<file path="src/rtl/mms_pkg.sv">
// Purpose: shared constants and types for the measurement mode sequencer
// Assumes: 32-bit APB, 100 MHz pclk
// Notes: conversion and heat times are stand-in counts for simulation
package mms_pkg;
  // ----------------------------------------
  // register byte offsets
  // ----------------------------------------
  localparam logic [7:0] OFF_CTRL_MEAS = 8'h00; // mode and oversampling
  localparam logic [7:0] OFF_CTRL_GAS = 8'h04; // gas enable and profile select
  localparam logic [7:0] OFF_STATUS = 8'h08; // read-only state
  localparam logic [7:0] OFF_HEAT_BASE = 8'h40; // ten profile words, 4 apart
  localparam logic [7:0] OFF_HEAT_LAST = 8'h64; // last profile word
  // ----------------------------------------
  // field layout
  // ----------------------------------------
  localparam int MODE_LSB = 0; // mode<1:0>
  localparam int OSR_P_LSB = 2; // pressure oversampling<2:0>
  localparam int OSR_T_LSB = 5; // temperature oversampling<2:0>
  localparam int OSR_H_LSB = 8; // humidity oversampling<2:0>
  localparam int SEL_LSB = 0; // heater_profile_select<3:0>
  localparam int RUN_GAS_BIT = 4; // gas-run enable
  localparam int HEAT_TEMP_LSB = 0; // target temperature code<7:0>
  localparam int HEAT_DUR_LSB = 8; // heating duration<7:0>
  localparam logic [1:0] MODE_SLEEP = 2'h0;
  localparam logic [1:0] MODE_FORCED = 2'h1;
  localparam logic [2:0] OSR_SKIP = 3'h0;
  localparam int NUM_PROFILES = 10;
  localparam logic [3:0] LAST_PROFILE = 4'h9;
  // ----------------------------------------
  // timing
  // ----------------------------------------
  localparam int CLK_NS = 10;
  localparam int CONV_NS = 160; // one conversion step per oversample
  localparam int CONV_CYC = (CONV_NS + CLK_NS - 1) / CLK_NS;
  localparam int HEAT_UNIT_NS = 40; // one heating-duration count
  localparam int HEAT_UNIT_CYC = (HEAT_UNIT_NS + CLK_NS - 1) / CLK_NS;
  localparam logic [15:0] CONV_CYC16 = 16'(CONV_CYC);
  localparam logic [15:0] HEAT_UNIT16 = 16'(HEAT_UNIT_CYC);
  // ----------------------------------------
  // sequencer states, gray from sleep through gas; gas back to sleep flips all three bits
  // ----------------------------------------
  typedef enum logic [2:0] {
    ST_SLEEP = 3'h0,
    ST_TEMP = 3'h1,
    ST_PRES = 3'h3,
    ST_HUM = 3'h2,
    ST_HEAT = 3'h6,
    ST_GAS = 3'h7
  } seq_state_t;
endpackage

</file>
<file path="src/rtl/heater_profile_mem.sv">
// Purpose: ten-slot heater profile store
// Assumes: one write port, one registered read port
// Notes: read data follow the address by one cycle
`timescale 1ns/1ps
module heater_profile_mem (
  input wire logic pclk,
  input wire logic presetn,
  input wire logic wr_en,
  input wire logic [3:0] wr_addr,
  input wire logic [15:0] wr_data,
  input wire logic [3:0] rd_addr,
  output logic [15:0] rd_data
);
  logic [15:0] mem_q [mms_pkg::NUM_PROFILES]; // slots zero to nine
  logic [15:0] rd_q; // registered read word
  logic [15:0] rd_d;

  // ----------------------------------------
  // read select
  // ----------------------------------------
  always_comb begin
    rd_d = 16'h0000;
    if (rd_addr <= mms_pkg::LAST_PROFILE) begin
      rd_d = mem_q[rd_addr];
    end
  end

  // store and register
  always_ff @(posedge pclk or negedge presetn) begin
    if (!presetn) begin
      for (int i = 0; i < mms_pkg::NUM_PROFILES; i++) begin
        mem_q[i] <= 16'h0000;
      end
      rd_q <= 16'h0000;
    end else begin
      if (wr_en && wr_addr <= mms_pkg::LAST_PROFILE) begin
        mem_q[wr_addr] <= wr_data;
      end
      rd_q <= rd_d;
    end
  end

  assign rd_data = rd_q;
endmodule

</file>
<file path="src/rtl/measurement_mode_sequencer.sv">
// Purpose: sleep/forced mode control and one measurement cycle sequencer
// Assumes: APB slave, zero wait states, single clock
// Notes: conversions are modelled as timed phases; analog work is outside
`timescale 1ns/1ps
// How it works
// - reset leaves the device asleep, idle
// - sleep code means no measurements run
// - forced code starts one full cycle
// - cycle end returns mode to sleep
// - phases run temperature, pressure, humidity, gas
// - heater on only in gas heating and gas conversion
// - ten heater slots with temperature, duration
// - sleep/forced codes written during measurement are deferred; oversampling applies at once
// - while deferred, control writes are dropped
// - cycle uses the selected heater slot
// - gas runs only when enable set
// - zero oversampling skips that sub-measurement
module measurement_mode_sequencer (
  input wire logic pclk,
  input wire logic presetn,
  input wire logic psel,
  input wire logic penable,
  input wire logic pwrite,
  input wire logic [7:0] paddr,
  input wire logic [31:0] pwdata,
  output logic [31:0] prdata,
  output logic pready,
  output logic pslverr,
  output logic heater_on,
  output logic [7:0] heater_target,
  output logic adc_busy,
  output logic [1:0] adc_channel
);
  // ----------------------------------------
  // state
  // ----------------------------------------
  mms_pkg::seq_state_t st_q, st_d; // sequencer state
  logic [1:0] mode_q, mode_d; // operating mode field
  logic [8:0] osr_q, osr_d; // h,t,p oversampling fields
  logic [3:0] sel_q, sel_d; // heater_profile_select
  logic run_gas_q, run_gas_d; // gas-run enable
  logic pend_q, pend_d; // a deferred mode change waits
  logic [1:0] pend_mode_q, pend_mode_d; // the deferred code
  logic [15:0] cnt_q, cnt_d; // phase timer
  logic [31:0] rdata_q, rdata_d; // read data register
  logic [15:0] prof_word; // selected slot, registered
  logic wr, rd; // access phase strobes
  logic heat_wr; // profile slot write
  logic [3:0] heat_idx; // slot index from address
  logic busy; // a measurement is running
  logic heat_q, heat_d; // heater drive
  logic [7:0] target_q, target_d; // heater set-point shown
  logic conv_q, conv_d; // a conversion runs
  logic [1:0] chan_q, chan_d; // channel in use

  assign wr = psel && penable && pwrite;
  assign rd = psel && penable && !pwrite;
  assign pready = 1'b1;
  assign heat_idx = 4'((paddr - mms_pkg::OFF_HEAT_BASE) >> 2);
  assign busy = (st_q != mms_pkg::ST_SLEEP);

  // decoded address is mapped
  function automatic logic mapped(input logic [7:0] a);
    mapped = (a == mms_pkg::OFF_CTRL_MEAS) || (a == mms_pkg::OFF_CTRL_GAS) ||
             (a == mms_pkg::OFF_STATUS) ||
             (a >= mms_pkg::OFF_HEAT_BASE && a <= mms_pkg::OFF_HEAT_LAST &&
              a[1:0] == 2'h0);
  endfunction

  // cycles for a conversion of given oversampling code
  function automatic logic [15:0] conv_len(input logic [2:0] osr);
    conv_len = 16'(mms_pkg::CONV_CYC16 * (16'h0001 << (osr - 3'h1)));
  endfunction

  assign pslverr = psel && penable && !mapped(paddr);
  assign heat_wr = wr && !pend_q && mapped(paddr) &&
                   paddr >= mms_pkg::OFF_HEAT_BASE;

  // ----------------------------------------
  // heater profile store
  // ----------------------------------------
  heater_profile_mem u_mem (
    .pclk(pclk),
    .presetn(presetn),
    .wr_en(heat_wr),
    .wr_addr(heat_idx),
    .wr_data(pwdata[15:0]),
    .rd_addr(sel_q),
    .rd_data(prof_word)
  );

  // first phase at or after a given one whose work is enabled
  function automatic mms_pkg::seq_state_t next_phase(input logic [2:0] from,
                                                     input logic [8:0] o,
                                                     input logic g);
    next_phase = mms_pkg::ST_SLEEP;
    if (g) next_phase = mms_pkg::ST_HEAT;
    if (from <= 3'h2 && o[8:6] != mms_pkg::OSR_SKIP) next_phase = mms_pkg::ST_HUM;
    if (from <= 3'h1 && o[2:0] != mms_pkg::OSR_SKIP) next_phase = mms_pkg::ST_PRES;
    if (from == 3'h0 && o[5:3] != mms_pkg::OSR_SKIP) next_phase = mms_pkg::ST_TEMP;
  endfunction

  // ----------------------------------------
  // control, sequencing and registers
  // ----------------------------------------
  always_comb begin
    logic [1:0] wmode;
    logic go;
    wmode = pwdata[mms_pkg::MODE_LSB +: 2];
    go = 1'b0;
    st_d = st_q;
    mode_d = mode_q;
    osr_d = osr_q;
    sel_d = sel_q;
    run_gas_d = run_gas_q;
    pend_d = pend_q;
    pend_mode_d = pend_mode_q;
    cnt_d = cnt_q;
    rdata_d = rdata_q;
    // register writes
    if (wr && !pend_q) begin
      if (paddr == mms_pkg::OFF_CTRL_MEAS) begin
        if (busy) begin
          if (wmode == mms_pkg::MODE_SLEEP || wmode == mms_pkg::MODE_FORCED) begin
            pend_d = 1'b1;
            pend_mode_d = wmode;
          end
          osr_d = {pwdata[mms_pkg::OSR_H_LSB +: 3], pwdata[mms_pkg::OSR_T_LSB +: 3],
                   pwdata[mms_pkg::OSR_P_LSB +: 3]};
        end else begin
          osr_d = {pwdata[mms_pkg::OSR_H_LSB +: 3], pwdata[mms_pkg::OSR_T_LSB +: 3],
                   pwdata[mms_pkg::OSR_P_LSB +: 3]};
          if (wmode == mms_pkg::MODE_FORCED) begin
            mode_d = mms_pkg::MODE_FORCED;
            go = 1'b1;
          end else if (wmode == mms_pkg::MODE_SLEEP) begin
            mode_d = mms_pkg::MODE_SLEEP;
          end
          // other codes leave mode and state alone
        end
      end else if (paddr == mms_pkg::OFF_CTRL_GAS) begin
        sel_d = pwdata[mms_pkg::SEL_LSB +: 4];
        run_gas_d = pwdata[mms_pkg::RUN_GAS_BIT];
      end
    end
    // sequencer
    unique case (st_q)
      mms_pkg::ST_SLEEP: begin
        if (go) begin
          st_d = next_phase(3'h0, osr_d, run_gas_d);
          cnt_d = 16'h0000;
          if (st_d == mms_pkg::ST_SLEEP) mode_d = mms_pkg::MODE_SLEEP;
        end
      end
      mms_pkg::ST_TEMP, mms_pkg::ST_PRES, mms_pkg::ST_HUM, mms_pkg::ST_HEAT,
      mms_pkg::ST_GAS: begin
        cnt_d = cnt_q + 16'h0001;
        if ((st_q == mms_pkg::ST_TEMP && cnt_d >= conv_len(osr_q[5:3])) ||
            (st_q == mms_pkg::ST_PRES && cnt_d >= conv_len(osr_q[2:0])) ||
            (st_q == mms_pkg::ST_HUM && cnt_d >= conv_len(osr_q[8:6])) ||
            (st_q == mms_pkg::ST_HEAT &&
             cnt_d >= 16'(prof_word[mms_pkg::HEAT_DUR_LSB +: 8] * mms_pkg::HEAT_UNIT16)) ||
            (st_q == mms_pkg::ST_GAS && cnt_d >= mms_pkg::CONV_CYC16)) begin
          cnt_d = 16'h0000;
          unique case (st_q)
            mms_pkg::ST_TEMP: st_d = next_phase(3'h1, osr_q, run_gas_q);
            mms_pkg::ST_PRES: st_d = next_phase(3'h2, osr_q, run_gas_q);
            mms_pkg::ST_HUM: st_d = next_phase(3'h3, osr_q, run_gas_q);
            mms_pkg::ST_HEAT: st_d = mms_pkg::ST_GAS;
            default: st_d = mms_pkg::ST_SLEEP;
          endcase
          if (st_d == mms_pkg::ST_SLEEP) begin
            mode_d = mms_pkg::MODE_SLEEP;
            // a mode write in this last cycle counts too, or pend would stick in sleep
            if (pend_d) begin
              pend_d = 1'b0;
              if (pend_mode_d == mms_pkg::MODE_FORCED) begin
                mode_d = mms_pkg::MODE_FORCED;
                st_d = next_phase(3'h0, osr_d, run_gas_d);
                if (st_d == mms_pkg::ST_SLEEP) mode_d = mms_pkg::MODE_SLEEP;
              end
            end
          end
        end
      end
      default: st_d = mms_pkg::ST_SLEEP;
    endcase
    // read data
    rdata_d = 32'h0000_0000;
    if (psel && !penable && !pwrite) begin
      if (paddr == mms_pkg::OFF_CTRL_MEAS) begin
        rdata_d[mms_pkg::MODE_LSB +: 2] = mode_q;
        rdata_d[mms_pkg::OSR_P_LSB +: 3] = osr_q[2:0];
        rdata_d[mms_pkg::OSR_T_LSB +: 3] = osr_q[5:3];
        rdata_d[mms_pkg::OSR_H_LSB +: 3] = osr_q[8:6];
      end else if (paddr == mms_pkg::OFF_CTRL_GAS) begin
        rdata_d[mms_pkg::SEL_LSB +: 4] = sel_q;
        rdata_d[mms_pkg::RUN_GAS_BIT] = run_gas_q;
      end else if (paddr == mms_pkg::OFF_STATUS) begin
        rdata_d[2:0] = st_q;
        rdata_d[3] = busy;
        rdata_d[4] = pend_q;
      end
    end else if (rd) begin
      rdata_d = rdata_q;
    end
  end

  // registers; reset lands in sleep
  always_ff @(posedge pclk or negedge presetn) begin
    if (!presetn) begin
      st_q <= mms_pkg::ST_SLEEP;
      mode_q <= mms_pkg::MODE_SLEEP;
      osr_q <= 9'h000;
      sel_q <= 4'h0;
      run_gas_q <= 1'b0;
      pend_q <= 1'b0;
      pend_mode_q <= mms_pkg::MODE_SLEEP;
      cnt_q <= 16'h0000;
      rdata_q <= 32'h0000_0000;
    end else begin
      st_q <= st_d;
      mode_q <= mode_d;
      osr_q <= osr_d;
      sel_q <= sel_d;
      run_gas_q <= run_gas_d;
      pend_q <= pend_d;
      pend_mode_q <= pend_mode_d;
      cnt_q <= cnt_d;
      rdata_q <= rdata_d;
    end
  end

  // ----------------------------------------
  // outputs
  // ----------------------------------------
  assign prdata = rdata_q;

  // decode the next state so the registered drives line up with st_q
  always_comb begin
    heat_d = (st_d == mms_pkg::ST_HEAT) || (st_d == mms_pkg::ST_GAS);
    target_d = 8'h00; // no set-point while the plate is cold
    if (heat_d) begin
      target_d = prof_word[mms_pkg::HEAT_TEMP_LSB +: 8];
    end
    conv_d = (st_d != mms_pkg::ST_SLEEP) && (st_d != mms_pkg::ST_HEAT);
    chan_d = 2'h0; // temperature, or no conversion running
    if (st_d == mms_pkg::ST_PRES) begin
      chan_d = 2'h1;
    end else if (st_d == mms_pkg::ST_HUM) begin
      chan_d = 2'h2;
    end else if (st_d == mms_pkg::ST_GAS) begin
      chan_d = 2'h3;
    end
  end

  // output drive registers, all off in reset
  always_ff @(posedge pclk or negedge presetn) begin
    if (!presetn) begin
      heat_q <= 1'b0;
      target_q <= 8'h00;
      conv_q <= 1'b0;
      chan_q <= 2'h0;
    end else begin
      heat_q <= heat_d;
      target_q <= target_d;
      conv_q <= conv_d;
      chan_q <= chan_d;
    end
  end

  assign heater_on = heat_q;
  assign heater_target = target_q;
  assign adc_busy = conv_q;
  assign adc_channel = chan_q;
endmodule

</file>
<file path="config.mk">
export PLATFORM = sky130hd
export DESIGN_NAME = measurement_mode_sequencer
export DESIGN_NICKNAME = d
export VERILOG_FILES = /design/src/rtl/mms_pkg.sv /design/src/rtl/heater_profile_mem.sv /design/src/rtl/measurement_mode_sequencer.sv
export SDC_FILE = /design/constraint.sdc
export NUM_CORES = 1
export LEC_CHECK = 0
export ABC_AREA = 1
export ABC_CLOCK_PERIOD_IN_PS = 4250
export BUFFER_PORTS_ARGS = -buffer_cell sky130_fd_sc_hd__buf_2
export CAP_MARGIN = 20
export CORE_MARGIN = 1
export CORE_UTILIZATION = 50
export DETAILED_ROUTE_END_ITERATION = 6
export PLACE_DENSITY = 0.68
export SETUP_SLACK_MARGIN = 0.02
export SLEW_MARGIN = 20
export SYNTH_ARGS = -nofsm -noshare
export SYNTH_HDL_FRONTEND = slang
export SYNTH_HIERARCHICAL = 1
export SYNTH_SLANG_ARGS = --single-unit
export TNS_END_PERCENT = 100
</file>
<file path="constraint.sdc">
create_clock -name pclk -period 4.25 [get_ports pclk]
set_input_delay 0.2125 -clock pclk [delete_from_list [all_inputs] [get_ports pclk]]
set_output_delay 0.2125 -clock pclk [all_outputs]
set_load 0.02 [all_outputs]
</file>
# --- Yosys cells after proc, flatten, opt, wreduce, memory -nomap -nowiden ---
# Cells that the tools add are included.
op_classes:
  addsub: 5
  n_lt_le_gt_ge: 12
  eq_ne: 16
  n_shift: 3
  mux: 77
  bitwise: 3
  reduce_logical: 50
op_table:
  columns: ["operator", "count"]
  rows:
  - ["160-bit bitwise mux", 1]
  - ["16-bit 2-to-1 mux", 6]
  - ["16-bit binary-select mux with 4-bit select", 1]
  - ["16-bit demux with 4-bit select", 1]
  - ["3-bit 2-to-1 mux", 21]
  - ["16-bit >= comparator", 3]
  - ["1-bit by 3-bit left shift with 12-bit output (first input constant)", 3]
  - ["2-bit 2-to-1 mux", 16]
  - ["32-bit 2-to-1 mux", 1]
  - ["16-bit case mux with 2 select lines", 1]
  - ["21-bit 2-to-1 mux", 1]
  - ["3-bit nonzero test", 7]
  - ["1-bit logical AND", 19]
  - ["9-bit 2-to-1 mux", 2]
  - ["1-bit 2-to-1 mux", 17]
  - ["16-bit by 1-bit adder with 16-bit output (second input constant)", 1]
  - ["16-bit by 10-bit >= comparator with 1-bit output", 1]
  - ["16-bit by 5-bit >= comparator with 1-bit output (second input constant)", 1]
  - ["5-bit 2-to-1 mux", 3]
  - ["3-bit by 2-bit == test with 1-bit output (second input constant)", 4]
  - ["3-bit == test (second input constant)", 4]
  - ["3-bit logical NOT", 4]
  - ["3-bit case mux with 4 select lines", 1]
  - ["11-bit 2-to-1 mux", 1]
  - ["other kinds (28)", 46]
word_totals:
  regBits: 258
  in_bits: 45
  out_inout_bits: 46
  word_cells: 190

# --- Longest topological paths before layout ---
logic_depth:
  word_depth: 23
  depth_mapped: 28
  depth_no_buf: 27

# --- Hierarchy ---
# The synthesis kept the hierarchy.
by_module_without_submodules:
  columns: ["mod", "instances", "cells_each", "area_per_inst_um2", "seq_area_each_um2"]
  rows:
  - ["heater_profile_mem", 1, 1005, 7991.4, 4404.2]
  - ["measurement_mode_sequencer", 1, 636, 4594.4, 1526.5]

# --- Worst setup path before layout ---
# No wires, ideal clock.
synth_path:
  path_kind: "register to register"
  start: "reg cnt_q[0]"
  end: "reg chan_q[1], in the netlist adc_channel[1]"
  setup_time_ns: 0.116
  arrival_ns: 2.832
  t_required_ns: 4.134
  slack_ns: 1.301
  stages_incl_launch_ff: 27
  n_path_buf: 0
  period_less_slack_ns: 2.949
  cell_sequence: "dfrtp_1 -> ha_1 -> nand3_1 -> nor2_4 -> xor2_1 -> inv_1 -> ha_1 -> nand2_1 -> inv_1 -> a21boi_0 -> nand2_1 -> nand2_1 -> nand2_1 -> nand2_1 -> nand2_1 -> nand2_1 -> nand2_1 -> nand2_1 -> nand2_1 -> inv_1 -> nand2_4 -> nand2_2 -> nand3_2 -> nand2_4 -> inv_6 -> nand2_2 -> nand2_1"
synth_via:
  elab_chain_len: 13
  elab_cells_between_ends: 23
  cone_classes: "add/sub (1); order compare (5); eq/ne (3); mux (5); reduce/logical (9)"
synth_lines:
  columns: ["item", "line", "text"]
  rows:
  - ["start: declaration", "measurement_mode_sequencer.sv:44", "logic [15:0] cnt_q, cnt_d;"]
  - ["start signal: assignment", "measurement_mode_sequencer.sv:229", "cnt_q <= cnt_d;"]
  - ["16-bit by 1-bit adder with 16-bit output *", "measurement_mode_sequencer.sv:157", "cnt_d = cnt_q + 16'h0001;"]
  - ["16-bit >= comparator (on tied branches)", "measurement_mode_sequencer.sv:158, measurement_mode_sequencer.sv:159", null]
  - ["1-bit logical AND (on tied branches)", "measurement_mode_sequencer.sv:158, measurement_mode_sequencer.sv:159", null]
  - ["1-bit logical OR", "measurement_mode_sequencer.sv:158", "if ((st_q == mms_pkg::ST_TEMP && cnt_d >= conv_len(osr_q[5:3])) ||"]
  - ["1-bit logical OR", "measurement_mode_sequencer.sv:159", "(st_q == mms_pkg::ST_PRES && cnt_d >= conv_len(osr_q[2:0])) ||"]
  - ["1-bit logical OR", "measurement_mode_sequencer.sv:160", "(st_q == mms_pkg::ST_HUM && cnt_d >= conv_len(osr_q[8:6])) ||"]
  - ["1-bit logical OR *", "measurement_mode_sequencer.sv:162", "cnt_d >= 16'(prof_word[mms_pkg::HEAT_DUR_LSB +: 8] * mms_pkg::HEAT_UNIT16)) ||"]
  - ["3-bit 2-to-1 mux *", "measurement_mode_sequencer.sv:158", null]
  - ["3-bit case mux with 2 select lines *", "measurement_mode_sequencer.sv:147", "unique case (st_q)"]
  - ["named net st_d[2]", "measurement_mode_sequencer.sv:37", "mms_pkg::seq_state_t st_q, st_d;"]
  - ["3-bit == test", "measurement_mode_sequencer.sv:252", "end else if (st_d == mms_pkg::ST_GAS) begin"]
  - ["2-bit 2-to-1 mux", "measurement_mode_sequencer.sv:252", null]
  - ["2-bit 2-to-1 mux", "measurement_mode_sequencer.sv:250", "end else if (st_d == mms_pkg::ST_HUM) begin"]
  - ["2-bit 2-to-1 mux *", "measurement_mode_sequencer.sv:248", "if (st_d == mms_pkg::ST_PRES) begin"]
  - ["named net chan_d[1]", "measurement_mode_sequencer.sv:54", "logic [1:0] chan_q, chan_d;"]
  - ["end signal: assignment", "measurement_mode_sequencer.sv:268", "chan_q <= chan_d;"]
  - ["end: declaration", "measurement_mode_sequencer.sv:54", null]
# Mark *: on every way through the listed nets, which the timed path passes. The rest lies on a longest branch.
# A chain may end at the register's enable or synchronous reset.

# --- Final worst setup path ---
layout_path:
  start: "reg cnt_q[0]"
  end: "reg chan_q[1], in the netlist adc_channel[1]"
layout_via:
  elab_chain_len: 13
  elab_cells_between_ends: 23
  cone_classes: "add/sub (1); order compare (5); eq/ne (3); mux (5); reduce/logical (9)"
layout_lines:
  columns: ["item", "line"]
  rows:
  - ["16-bit by 1-bit adder with 16-bit output *", "measurement_mode_sequencer.sv:157"]
  - ["16-bit >= comparator (on tied branches)", "measurement_mode_sequencer.sv:158, measurement_mode_sequencer.sv:159"]
  - ["1-bit logical AND (on tied branches)", "measurement_mode_sequencer.sv:158, measurement_mode_sequencer.sv:159"]
  - ["1-bit logical OR", "measurement_mode_sequencer.sv:158"]
  - ["1-bit logical OR", "measurement_mode_sequencer.sv:159"]
  - ["1-bit logical OR", "measurement_mode_sequencer.sv:160"]
  - ["1-bit logical OR *", "measurement_mode_sequencer.sv:162"]
  - ["3-bit 2-to-1 mux *", "measurement_mode_sequencer.sv:158"]
  - ["3-bit case mux with 2 select lines *", "measurement_mode_sequencer.sv:147"]
  - ["3-bit == test", "measurement_mode_sequencer.sv:252"]
  - ["2-bit 2-to-1 mux", "measurement_mode_sequencer.sv:252"]
  - ["2-bit 2-to-1 mux", "measurement_mode_sequencer.sv:250"]
  - ["2-bit 2-to-1 mux *", "measurement_mode_sequencer.sv:248"]
  - ["named net chan_d[1]", "measurement_mode_sequencer.sv:54"]
# Marks and branches as above.

==> flow_metrics.tcl <==
set metrics [dict create \
    yosys.area.top_type "dfrtp_1" \
    clk_pin_slew_worst_paths_ns 0.06 \
    clk_path_buf_depth 3 \
    grt_setup_unrepaired "false" \
    power.static_leakage_uw 0.006954 \
    setup_viol 0 \
    postSynthCellCount 1641 \
    critical_path.endpoint_type "flop" \
    drt-wirelength-per-cell_microns 16.07 \
    num_vias 10680 \
    drc_markers 0 \
    grt_pass1_wl_microns 53200 \
    cpPeakStageDelay_ns 0.45 \
    power_density_normalized_to_cell_area_mw_per_mm2 433.4 \
    cp_num_buf_inv 1 \
    first_pass_iters 6 \
    floorplan.die_area_sq_mm 0.02581 \
    min_period_over_period_pct 85.56 \
    timing.slew.headroom_pct 31.90 \
    grt_max_degree 124 \
    count_of_pins_over_their_slew_limit 0 \
    detail_route.iter0.violations 753 \
    cp_common_cell "nand2_1" \
    area_delta_synth_final_pct 10.97 \
    critPathLaunch "cnt_q[0]" \
    first_global_vias 10310 \
    min-delay-path-class "in -> reg" \
    synth_area_sq_mm 0.01259 \
    clkLatencyLatePin_ns 0.55 \
    avgViaCountPerCell 5.265 \
    cts_post_setup_buffers_inserted 0 \
    crit_required_ns 4.67 \
    cp_data_arrival_time_ns 4.06 \
    num-nets-final 1765 \
    max-cap-violations 0 \
    synthMostInstantiatedCell "nand2_1" \
    setup_tns_ns 0 \
    core_area_sq_mm 0.02453 \
    post_dp_cell_area_sq_mm 0.01301 \
    initial_core_util_pct 51.30 \
    ys_seq_area_share_pct 47.12 \
    synth_top_cell_area_share_pct 47.12 \
    die_height_microns 160.7 \
    vdd_ir_drop_max_mv 0.2900 \
    critical_path_cell_count 21 \
    maxClockFrequency_mhz 275.0 \
    period_minus_slack_ns 3.636 \
    ys_top_cells_by_count "nand2_1 (476), inv_1 (240), dfrtp_1 (237), o21ai_0 (187), nand3_1 (140)" \
    io_buf_count 52 \
    grt_usage_pct 26.02 \
    place_congestion 0.8844 \
    worst-slew-pin-transition_ns 1.020 \
    share_of_cells_above_drive_strength_1_pct 9.736 \
    destination_of_the_critical_timing_path "adc_channel[1]" \
    crit_path_leading_delay_family "simple AND/OR/NAND/NOR gates" \
    io_pins 91 \
    postSynthAreaPerCell_sq_um 7.670 \
    tritoncts "yes" \
    yosysWarningCount 6 \
    global_route.overflow_total 0 \
    total_non_filler_cell_area_in_the_finished_layout_sq_mm 0.01397 \
    critical_path.startpoint_type "flop" \
    crit_path_max_fo 15 \
    cts_inserted_buffers 27 \
    place.detailed.hpwl_microns 21400 \
    kind_of_critical_path "reg -> reg" \
    ys.flop_type "dfrtp_1" \
    reg2reg_slack_ns 0.61 \
    route.final.wire_length_microns 32610 \
    critical_path_cell_with_the_highest_stage_delay "dfrtp_1" \
    ff2ff_path_depth 21 \
    synth-seq-cells 237 \
    final-hold-violation-count 0 \
    placement_rows 57 \
    antenna_violations_before_repair 0 \
    post_synth_num_cell_types 42 \
    n_antenna_cell 0 \
    cts.sink_count 237 \
    clock_tree.root_cell "clkbuf_16" \
    die-width_microns 160.7 \
    ant_nets 0 \
    synth_area_leaders "dfrtp_1 (47%), nand2_1 (14%), o21ai_0 (7.4%)" \
    fin_worst_skew_ns 0.01591 \
    worst_r2r_endpoint "adc_channel[1]" \
    critical_path.reg2reg.startpoint "cnt_q[0]" \
    synth_enable_flop_cells 0 \
    critical_path.cell_chain "ha_1, nand3_1, nor2_4, xor2_1, inv_1, ha_1, nand2_1, nor2_1, nand3_1, nand2_1, nand2_1, a21oi_1, nor2_1, nor2_1, nor2_4, nand2_4, nand2_1, a21oi_1, nor2_1, nand2_2, nand2_1" \
    outcome "finished, final reports clean" \
    htree_num_levels 1 \
    ys_async_sr_fraction_pct 100.0 \
]
## stage by stage
| stage | utilization, % | worst slack (ns) | hold WS (ns) | total power (uW) | cells |
|---|---|---|---|---|---|
| 2_1_floorplan | - | 1.301 | -0.08309 | 3461 | 1661 |
| 4_1_cts | 56.93 | 0.6817 | 0.009222 | 6092 | 2029 |
| 6_report | 56.93 | 0.6138 | 0.01552 | 6053 | 2029 |
| 5_1_grt | 56.93 | 0.2751 | 0.01066 | 6384 | 2029 |
| 3_5_place_dp | 53.03 | 0.7113 | 0.3644 | 3821 | 1971 |
| 3_3_place_gp | 53.03 | 0.7589 | 0.3630 | 3783 | 1971 |
## layout make-up
cell class	count	area (sq um)
fillers	2302	10570
clock inverters	9	67.56
flip-flops and latches	237	5932
well taps	324	405.4
inverters	249	939.7
clock buffers	41	808.3
multi-input cells	1088	5305
repair buffers	81	508.0
## flip-flops by register name, summed over array words and instances (netlist names), 3 cells and up
| name | count |
|---|---|
| u_mem/rd_data | 16 |
| osr_q | 9 |
| cnt_q | 16 |
| prdata | 11 |
| heater_target | 8 |
| sel_q | 4 |
| u_mem/mem_q | 160 |
| st_q | 3 |
## worst register-to-register path, stage by stage, from the launching register on
cell and delay, ns:
dfrtp_1 0.45, ha_1 0.27, nand3_1 0.21, nor2_4 0.24
xor2_1 0.26, inv_1 0.19, ha_1 0.34, nand2_1 0.08
nor2_1 0.10, nand3_1 0.08, nand2_1 0.11, nand2_1 0.06
a21oi_1 0.14, nor2_1 0.06, nor2_1 0.16, nor2_4 0.08
nand2_4 0.19, nand2_1 0.11, a21oi_1 0.21, nor2_1 0.09
nand2_2 0.05, nand2_1 0.04
## cell families after synthesis
logic type / count (synthesis) / synth area share [%]
other: 2 / 0.05967
AND/OR/NAND/NOR: 746 / 25.57
adder cells (fa/ha/maj): 36 / 3.579
flip-flops: 237 / 47.12
XOR/XNOR: 5 / 0.3479
buffers and inverters: 336 / 11.34
AO/OA/AOI/OAI: 279 / 11.98
## per-layer routing
layer | global-route usage (%) | wire [microns]
met4 | 8.918 | 1032
met2 | 43.11 | 15360
met3 | 3.796 | 2061
met5 | 0 | 0
met1 | 34.94 | 14150
## worst min path at each step
stage	cells past startpoint	end	slack [ns]	from
after floorplan	0	adc_busy	-0.08	presetn
after global placement	1	osr_q[6]	0.36	presetn
after detailed placement	1	osr_q[6]	0.36	presetn
after CTS	4	prdata[2]	0.009	pwrite
after global routing	3	u_mem/mem_q[0]	0.01	pwdata[0]
final	4	prdata[2]	0.02	pwrite
## power breakdown
part	internal (uW)	total [uW]	switching, uW	leakage, uW
Combinational	432	1340	910	0.00360
Sequential	2360	2460	99.2	0.00292
Clock	1320	2250	935	0.000427
Total	4110	6050	1940	0.00695
## layout by cell type (no fill, tap or decap), drive strengths merged
master / count
nor2: 92
a211oi: 2
buf: 73
xor2: 4
conb: 22
nor3: 12
clkinvlp: 3
nand2: 487
o21a: 3
o31ai: 5
a21boi: 2
a21oi: 50
o32ai: 11
nand4: 6
nand3b: 3
ha: 36
dfrtp: 237
nor4: 2
dlygate4sd3: 8
o21bai: 6
o22ai: 5
xnor2: 1
clkinv: 9
o21ai: 195
clkbuf: 41
inv: 246
nand3: 144
## repair_timing
action	CTS	global route
hold buffers	8	0
hold endpoints to repair	140	0
endpoints found under the setup margin	0	0
resized for setup	0	0
(Power assumes the default switching activity.)
